==> src/design/rtb_regs.svh <==
`ifndef RTB_REGS_SVH
`define RTB_REGS_SVH

// task trigger offsets, task n at byte 4*n
`define RTB_TASK_TX_EN      12'h000
`define RTB_TASK_RX_EN      12'h004
`define RTB_TASK_START      12'h008
`define RTB_TASK_STOP       12'h00c
`define RTB_TASK_DISABLE    12'h010
`define RTB_TASK_SS_START   12'h014
`define RTB_TASK_SS_STOP    12'h018
`define RTB_TASK_BC_START   12'h01c
`define RTB_TASK_BC_STOP    12'h020

// event registers
`define RTB_EVT_READY       12'h100
`define RTB_EVT_DISABLED    12'h110

// field layout and reset values
`define RTB_TRIG_BIT        0
`define RTB_TRIG_VALUE      1'h1
`define RTB_TASK_RESET      32'h0000_0000
`define RTB_EVT_RESET       1'h0
`define RTB_TASK_COUNT      9

`endif
==> src/design/rtb_pkg.sv <==
package rtb_pkg;

    // apb request from the master
    typedef struct packed {
        logic        psel;
        logic        penable;
        logic        pwrite;
        logic [11:0] paddr;
        logic [31:0] pwdata;
        logic [3:0]  pstrb;
    } rtb_apb_req_type;

    // apb answer to the master
    typedef struct packed {
        logic        pready;
        logic [31:0] prdata;
        logic        pslverr;
    } rtb_apb_rsp_type;

    // one pulse per task, index equals offset / 4
    typedef enum logic [3:0] {
        RTB_TX_EN    = 4'h0,
        RTB_RX_EN    = 4'h1,
        RTB_START    = 4'h2,
        RTB_STOP     = 4'h3,
        RTB_DISABLE  = 4'h4,
        RTB_SS_START = 4'h5,
        RTB_SS_STOP  = 4'h6,
        RTB_BC_START = 4'h7,
        RTB_BC_STOP  = 4'h8
    } rtb_task_type;

    // all state of the bank
    typedef struct packed {
        logic [8:0]  task_pulse;
        logic        evt_ready;
        logic        evt_disabled;
        logic [31:0] rdata;
        logic        err;
    } rtb_state_type;

endpackage

==> src/design/rtb_bank.sv <==
// Overview of operation
// - offset 0x000 write 1 enables transmit
// - offset 0x004 write 1 enables receive
// - offset 0x014 starts one strength sample
// - offset 0x018 stops strength measurement
// - offset 0x01c starts the bit counter
// - offset 0x020 stops the bit counter
// - write-only, bit 0, reset zero, 1 triggers
// - ready event at 0x100 after ramp-up
// - disabled event at 0x110 after disable

`include "rtb_regs.svh"

module rtb_bank
    import rtb_pkg::*;
#(
    parameter int ADDR_W = 12
) (
    // clock and reset
    input  wire logic            i_clk,
    input  wire logic            i_rst_n,
    // apb slave
    input  wire rtb_apb_req_type i_apb,
    output rtb_apb_rsp_type      o_apb,
    // task pulses towards the radio core
    output logic [8:0]           o_task,
    // events from the radio core
    input  wire logic            i_ready_evt,
    input  wire logic            i_disabled_evt,
    // sticky event levels
    output logic                 o_evt_ready,
    output logic                 o_evt_disabled
);

    // the decode below compares twelve address bits
    if (ADDR_W != 12) begin : g_bad_addr
        $error("rtb_bank: ADDR_W must be 12");
    end

    // the whole bank state lives in one struct, so the
    // reset and the register stage cannot drift apart
    rtb_state_type st_q;   // registered state
    rtb_state_type st_d;   // next state

    logic       acc_wr;     // write access phase
    logic       setup_rd;   // read setup cycle
    logic       trig;       // bit 0 written as 1
    logic [8:0] task_hit;   // per task decode
    logic       task_area;  // address in task range
    logic       hit_ready;  // ready event address
    logic       hit_dis;    // disabled event address
    logic       mapped;     // any known register

    // access phase of a write, strobe on lane 0
    assign acc_wr = i_apb.psel && i_apb.penable
                 && i_apb.pwrite && i_apb.pstrb[0];

    // reads are prepared in setup so prdata is a flop
    assign setup_rd = i_apb.psel && !i_apb.penable
                   && !i_apb.pwrite;

    // only the value 1 in bit 0 fires a task
    assign trig = i_apb.pwdata[`RTB_TRIG_BIT]
               == `RTB_TRIG_VALUE;

    // address classification; only bit 0 of a word
    // matters, so byte offsets not a multiple of four are refused
    // as unmapped rather than aliased onto a task
    assign task_area = i_apb.paddr[1:0] == 2'h0
                    && i_apb.paddr <= `RTB_TASK_BC_STOP;
    assign hit_ready = i_apb.paddr == `RTB_EVT_READY;
    assign hit_dis   = i_apb.paddr == `RTB_EVT_DISABLED;
    assign mapped    = task_area || hit_ready || hit_dis;

    // one decoder per task, task n sits at byte 4*n;
    // the range check above keeps offsets past the last
    // task from wrapping onto bits 5:2 of a real one
    for (genvar n = 0; n < `RTB_TASK_COUNT; n++) begin : g_task
        assign task_hit[n] = acc_wr && trig && task_area
            && i_apb.paddr[5:2] == 4'(n);
    end

    // next state
    always_comb begin
        st_d = st_q;
        // pulses last exactly one cycle
        st_d.task_pulse = task_hit;
        // set wins over a software clear: the core event
        // comes last, so a clear in the same cycle loses and
        // software never misses an event it did not see
        // software may clear or set the ready level
        if (acc_wr && hit_ready) begin
            st_d.evt_ready = i_apb.pwdata[0];
        end
        // core reports ramp-up done
        if (i_ready_evt) begin
            st_d.evt_ready = 1'h1;
        end
        // software may clear or set the disabled level
        if (acc_wr && hit_dis) begin
            st_d.evt_disabled = i_apb.pwdata[0];
        end
        // core reports it has shut down
        if (i_disabled_evt) begin
            st_d.evt_disabled = 1'h1;
        end
        // error flag is taken at every setup cycle
        if (i_apb.psel && !i_apb.penable) begin
            st_d.err   = !mapped;
            st_d.rdata = `RTB_TASK_RESET;
        end
        // read data, task registers read zero
        if (setup_rd) begin
            if (hit_ready) begin
                st_d.rdata = {31'h0, st_q.evt_ready};
            end else if (hit_dis) begin
                st_d.rdata = {31'h0, st_q.evt_disabled};
            end else begin
                st_d.rdata = `RTB_TASK_RESET;
            end
        end
    end

    // state register, synchronous reset; only the fields
    // are cleared, so a task pulse can never survive reset
    // and the first write after reset acts normally
    always_ff @(posedge i_clk) begin
        if (!i_rst_n) begin
            st_q.task_pulse   <= 9'h000;
            st_q.evt_ready    <= `RTB_EVT_RESET;
            st_q.evt_disabled <= `RTB_EVT_RESET;
            st_q.rdata        <= `RTB_TASK_RESET;
            st_q.err          <= 1'h0;
        end else begin
            st_q <= st_d;
        end
    end

    // zero wait states: answer in first access cycle;
    // read data was loaded at setup, so prdata is a flop
    // and the access cycle needs no decode in its path
    assign o_apb.pready  = i_apb.psel && i_apb.penable;
    assign o_apb.prdata  = st_q.rdata;
    assign o_apb.pslverr = o_apb.pready && st_q.err;

    // outputs from flops
    assign o_task         = st_q.task_pulse;
    assign o_evt_ready    = st_q.evt_ready;
    assign o_evt_disabled = st_q.evt_disabled;
endmodule

==> config.mk <==
export PLATFORM = sky130hd
export DESIGN_NAME = rtb_bank
export DESIGN_NICKNAME = d
export VERILOG_FILES = /design/src/design/rtb_pkg.sv /design/src/design/rtb_bank.sv
export VERILOG_INCLUDE_DIRS = /design/src /design/src/design
export SDC_FILE = /design/constraint.sdc
export NUM_CORES = 1
export LEC_CHECK = 0
export ABC_CLOCK_PERIOD_IN_PS = 1900
export CORE_MARGIN = 3
export CORE_UTILIZATION = 60
export DETAILED_ROUTE_END_ITERATION = 6
export DONT_BUFFER_PORTS = 1
export GPL_ROUTABILITY_DRIVEN = 0
export PLACE_DENSITY = 0.76
export SYNTH_ARGS = -nofsm -noshare
export SYNTH_HDL_FRONTEND = slang
export SYNTH_SLANG_ARGS = --single-unit
==> constraint.sdc <==
create_clock -name i_clk -period 1.9 [get_ports i_clk]
set_input_delay 0.285 -clock i_clk [delete_from_list [all_inputs] [get_ports i_clk]]
set_output_delay 0.285 -clock i_clk [all_outputs]
set_load 0.01 [all_outputs]
==> results of run 1 <==
cell type report:
cell class	count	area (µm²)	area share, %
well taps	15	18.77	2.650
clock buffers	4	26.28	3.710
multi-input cells	79	399.1	56.36
inverters	1	3.754	0.5300
flip-flops and latches	13	260.3	36.75
through the flow:
step	worst slack [ps]	hold slack [ps]
5_1_grt	430.0	79.18
2_1_floorplan	245.0	363.1
4_1_cts	472.6	81.71
3_3_place_gp	202.6	368.4
6_report	464.9	83.80
3_5_place_dp	178.4	368.6
synth_stat cells:
library cell	n	area, µm²
nor2_1	11	41.29
nor4_2	1	12.51
o21ai_0	2	10.01
nand3_1	2	10.01
nand4_1	1	6.260
or2_2	1	6.260
and3_1	2	12.51
or3b_2	1	8.760
a21boi_1	2	15.01
nand2_1	3	11.26
conb_1	1	3.750
o21a_1	1	7.510
or4_4	2	22.52
dfxtp_1	13	260.3
mux2i_1	1	10.01
nand2b_1	1	6.260
nor2b_1	3	18.77
and2_1	1	6.260
o21ai_1	2	10.01
or3_1	1	6.260
nand3b_1	2	15.01
nor3_1	3	15.01
buf_4	41	307.8
a31oi_1	3	18.77
nor4_1	2	12.51
inv_1	1	3.750
cell usage in the layout (no fill, tap or decap), drive strengths merged, types with 2 or more instances in the layout:
cell type	netlist	final
nor2b	3	3
clkbuf	0	4
nor4	3	3
nand3b	2	2
nor2	11	11
nor3	3	3
or4	2	2
a31oi	3	3
and3	2	2
a21boi	2	2
conb	1	31
dfxtp	13	13
nand3	2	2
o21ai	4	4
nand2	3	3
sequential cells by signal, indices dropped and copies added (netlist names):
register and flops:
st_q 1, o_evt_disabled 1, o_task 9, o_apb 1, o_evt_ready 1
power by group through the flow:
stage               Combinational [µW]  Sequential, µW  Clock, µW
CTS                               55.9             281        168
global route                      64.9             282        180
finish                            57.4             281        167
detailed placement                55.6             288          0
floorplan                         98.8             287          0
global placement                  54.7             288          0
metal layers:
layer | routed length [µm] | GRT usage (%)
met1 | 516 | 17.17
met2 | 554 | 18.90
met3 | 205 | 5.809
met4 | 11 | 5.422
met5 | 0 | 0
worst max path at each step:
stage / to / slack, ps / start / cells past startpoint
floorplan: o_evt_disabled / 240 / i_apb[43] / 4
global placement: o_evt_disabled / 200 / i_apb[43] / 4
detailed placement: o_evt_ready / 180 / i_apb[43] / 4
CTS: o_evt_disabled / 470 / i_apb[43] / 4
global route: o_evt_disabled / 430 / i_apb[43] / 4
finish: o_evt_disabled / 460 / i_apb[43] / 4
logic make-up after synthesis:
family / after synthesis
muxes: 1
and+or+nand+nor: 37
buffers and inverters: 42
AOI/OAI and AO/OA: 10
other: 1
DFF: 13
==> results.sh, run 1 <==
export IMPL_synthSimpleGateAreaFrac_pct=24.64
export IMPL_crit_family="simple AND/OR/NAND/NOR gates"
export IMPL_dpl_cell_area_um2=681.9
export IMPL_yosysSeqAreaShare_pct=30.32
export IMPL_synth_top_family_by_area="buffers and inverters"
export IMPL_switching_share_pct=26.50
export IMPL_fmax_mhz=696.8
export IMPL_clock_skew_final_ps=0.05437
export IMPL_slew_violations=0
export IMPL_via_per_inst=4.821
export IMPL_ctsResizeCount=0
export IMPL_rows=13
export IMPL_drt_pass1_iterations=4
export IMPL_timing_critical_path_slowest_cell_delay_ps=550
export IMPL_yosysUniqueCellTypes=26
export IMPL_post_cts_buffers=0
export IMPL_synth_fa_ha_area_share_pct=0
export IMPL_place_hpwl_um=1078
export IMPL_hold_viol_final=0
export IMPL_tritoncts="yes"
export IMPL_pin_count=100
export IMPL_worstRegToRegCells=4
export IMPL_wl_per_cell_um=11.50
export IMPL_placed_cells=108
export IMPL_coreArea_um2=1318
export IMPL_cts_sinks=13
export IMPL_diodes=0
export IMPL_wl_um=1288
export IMPL_hold_end="o_task[5]"
export IMPL_syn_avg_cell_area_um2=8.253
export IMPL_rr_startpoint="o_evt_disabled"
export IMPL_ir_drop_mv=0.3257
export IMPL_antenna_found_initial=0
export IMPL_postLayoutCoreUtil_pct=53.75
export IMPL_io_buffers=0
export IMPL_die_x_um=43.82
export IMPL_hp_class="in2reg"
export IMPL_min_path_cells=1
export IMPL_crit_chain="or4_4 > or4_4 > o21ai_1 > a21boi_1"
export IMPL_synth_area_um2=858.3
export IMPL_drv_cap=0
export IMPL_p_int_uw=371.6
export IMPL_reg2reg_slack_ps=890
export IMPL_grt_usage_pct=13.20
export IMPL_rsz0062_at_grt="false"
export IMPL_power_total_uw=505.7
export IMPL_setup_worst_path_class="in2reg"
export IMPL_postCtsHoldBufs=0
export IMPL_cp_required_ps=2060
export IMPL_root_buffer="clkbuf_4"
export IMPL_ys_seq_elements=13
export IMPL_synthCells=104
export IMPL_fill_cells=142
export IMPL_synth_warnings=0
export IMPL_path_clk_slew_ps=80
export IMPL_worstPathMaxFanout=4
export IMPL_crit_reg2reg_capture="o_apb[1]"
export IMPL_finalInstanceArea_um2=708.2
export IMPL_comb_power_share_pct=11.4
export IMPL_finalCritPeriodShare_pct=75.53
export IMPL_crit_top_cell="or4_4"
export IMPL_slowest_stage="or4_4"
export IMPL_grt_pass1_wl_um=1883
export IMPL_setup_viol=0
export IMPL_vias=540
export IMPL_syn2layout_area_growth_pct=-17.49
export IMPL_p_leak_uw=0.0003068
export IMPL_final_antenna_net_count=0
export IMPL_p_per_area_nw_per_um2=714.0
export IMPL_htree_levels=1
export IMPL_status="completed"
export IMPL_synthMuxAreaShare_pct=1.166
export IMPL_drc=0
export IMPL_fin_setup_tns_ps=0
export IMPL_end_kind="flip-flop"
export IMPL_grt_max_degree=8
export IMPL_clk_path_buf_depth=2
export IMPL_layout_drive_gt1_share_pct=8.247
export IMPL_worst_setup_path_start_kind="input pin"
export IMPL_final_cells=112
export IMPL_arrival_ps=1600
export IMPL_p_switching_uw=134.0
export IMPL_die_y_um=43.82
export IMPL_cts_buffers=3
export IMPL_start_util_pct=65.15
export IMPL_grt_overflow=0
export IMPL_grt_pass1_vias=452
export IMPL_clock_latency_ps=270
export IMPL_min_delay_start="i_apb[39]"
export IMPL_p_seq_share_pct=55.6
export IMPL_synth_xor_area_share_pct=0
export IMPL_synth_compound_area_share_pct=7.143
export IMPL_min_period_ps=1435
export IMPL_final_nets=153
export IMPL_drt_iter0_markers=8
export IMPL_die_area_um2=1920
export IMPL_clockPowerShare_pct=33.0
export IMPL_critPathBufInv=0
No activity file was read; power rests on OpenSTA's default activity.
==> run 2: changes to the inputs <==
Settings changed: ABC_CLOCK_PERIOD_IN_PS 1900 to 1400.
Clock period 1.9 ns to 1.4 ns, I/O delays scaled along.
==> run 2 against run 1 <==
Critical path depth is the same. Cell area grew 4.6%. Register-to-register slack lost 520 ps. Largest power group unchanged. Power grew 34%. Highest routed layer unchanged.
==> results.sh, run 2 (synthesized netlist as in run 1, its figures left out) <==
export IMPL_final_nets=156
export IMPL_min_path_cells=1
export IMPL_layout_common_cells="conb_1, dfxtp_1, nor2_1"
export IMPL_fill_cells=141
export IMPL_crit_top_cell="or4_4"
export IMPL_cts_sinks=13
export IMPL_slowest_stage="or4_4"
export IMPL_dpl_cell_area_um2=704.4
export IMPL_hp_class="in2reg"
export IMPL_pin_count=100
export IMPL_cts_buffers=3
export IMPL_clock_skew_final_ps=3.173
export IMPL_largest_reg_flops=9
export IMPL_vias=558
export IMPL_place_hpwl_um=1102
export IMPL_finalCritPeriodShare_pct=87.86
export IMPL_rr_startpoint="o_evt_ready"
export IMPL_final_antenna_net_count=0
export IMPL_p_per_area_nw_per_um2=917.5
export IMPL_path_clk_slew_ps=70
export IMPL_wl_per_cell_um=11.68
export IMPL_min_delay_start="i_apb[39]"
export IMPL_drt_pass1_iterations=6
export IMPL_p_leak_uw=0.0003233
export IMPL_via_per_inst=4.852
export IMPL_worstPathMaxFanout=4
export IMPL_htree_levels=1
export IMPL_hold_viol_final=0
export IMPL_final_common_cell="conb_1"
export IMPL_timing_critical_path_slowest_cell_delay_ps=540
export IMPL_coreArea_um2=1318
export IMPL_fmax_mhz=813.0
export IMPL_finalInstanceArea_um2=740.7
export IMPL_arrival_ps=1390
export IMPL_slew_violations=0
export IMPL_power_total_uw=679.6
export IMPL_grt_max_degree=8
export IMPL_worst_setup_path_start_kind="input pin"
export IMPL_rows=13
export IMPL_grt_pass1_wl_um=1759
export IMPL_diodes=0
export IMPL_syn2layout_area_growth_pct=-13.70
export IMPL_die_area_um2=1920
export IMPL_grt_usage_pct=13.09
export IMPL_drt_iter0_markers=9
export IMPL_whs_ps=19.57
export IMPL_status="completed"
export IMPL_end_kind="flip-flop"
export IMPL_crit_chain="or4_4 > or4_4 > o21ai_1 > a21boi_1"
export IMPL_drv_cap=0
export IMPL_reg2reg_slack_ps=370
export IMPL_clock_latency_ps=260
export IMPL_grt_pass1_vias=455
export IMPL_min_period_ps=1230
export IMPL_start_util_pct=65.15
export IMPL_die_x_um=43.82
export IMPL_antenna_found_initial=0
export IMPL_root_buffer="clkbuf_4"
export IMPL_setup_worst_path_class="in2reg"
export IMPL_layout_drive_gt1_share_pct=11.00
export IMPL_wl_um=1343
export IMPL_ir_drop_mv=0.3869
export IMPL_tritoncts="yes"
export IMPL_crit_reg2reg_capture="o_apb[1]"
export IMPL_drc=0
export IMPL_setup_viol=0
export IMPL_final_cells=115
export IMPL_grt_overflow=0
export IMPL_io_buffers=0
export IMPL_post_cts_buffers=0
export IMPL_worstRegToRegCells=4
export IMPL_cp_required_ps=1560
export IMPL_die_y_um=43.82
export IMPL_hold_end="o_task[5]"
export IMPL_placed_cells=110
export IMPL_clk_path_buf_depth=2
export IMPL_rsz0062_at_grt="false"
## run 2: timing repair
item                      CTS  global route
resized for setup           0             0
hold buffers                0             1
hold endpoints to repair    0             1
## run 2: power breakdown
| group | total [µW] | internal [µW] | switching, µW |
|---|---|---|---|
| logic | 83.4 | 23.5 | 59.8 |
| registers | 382 | 376 | 6.69 |
| clock network | 214 | 110 | 104 |
## run 2: final cells by class
type,instances,area [µm²],area share [%]
Timing Repair Buffer,3,25.02,3.378
Sequential cell,13,260.3,35.14
Tap cell,15,18.77,2.534
Clock buffer,4,26.28,3.547
Multi-Input combinational cell,79,406.6,54.90
Inverter,1,3.754,0.5068
## run 2: how the worst max path moves through the flow
stage | depth (start not counted) | slack [ps] | to | from
floorplan | 4 | -70 | o_evt_disabled | i_apb[43]
global placement | 4 | -100 | o_evt_disabled | i_apb[43]
detailed placement | 4 | -110 | o_evt_ready | i_apb[43]
CTS | 4 | 180 | o_evt_ready | i_apb[43]
global route | 4 | 80 | o_evt_ready | i_apb[43]
finish | 4 | 170 | o_evt_disabled | i_apb[43]
## run 2: per-stage QoR
stage | utilization (%) | setup TNS, ps | setup slack (ps)
floorplan | - | -181.7 | -68.78
global placement | 53.47 | -509.8 | -99.95
finish | 56.22 | 0 | 170.0
CTS | 55.46 | 0 | 177.8
detailed placement | 53.47 | -632.2 | -114.3
global route | 56.22 | 0 | 75.39
## run 2: routing by layer
layer,share of wire [%],up-vias,global-route usage (%),wire [µm]
met4,1.1,0,9.036,15
met2,44,52,20.06,594
met5,0,-,0,0
met1,34,236,13.32,462
li1,-,268,-,-
met3,20,2,7.469,270
## run 2: worst max-delay path, delay by kind of cell
family | cells | cell delay [ps]
AOI/OAI and AO/OA | 2 | 200
and+or+nand+nor | 2 | 980
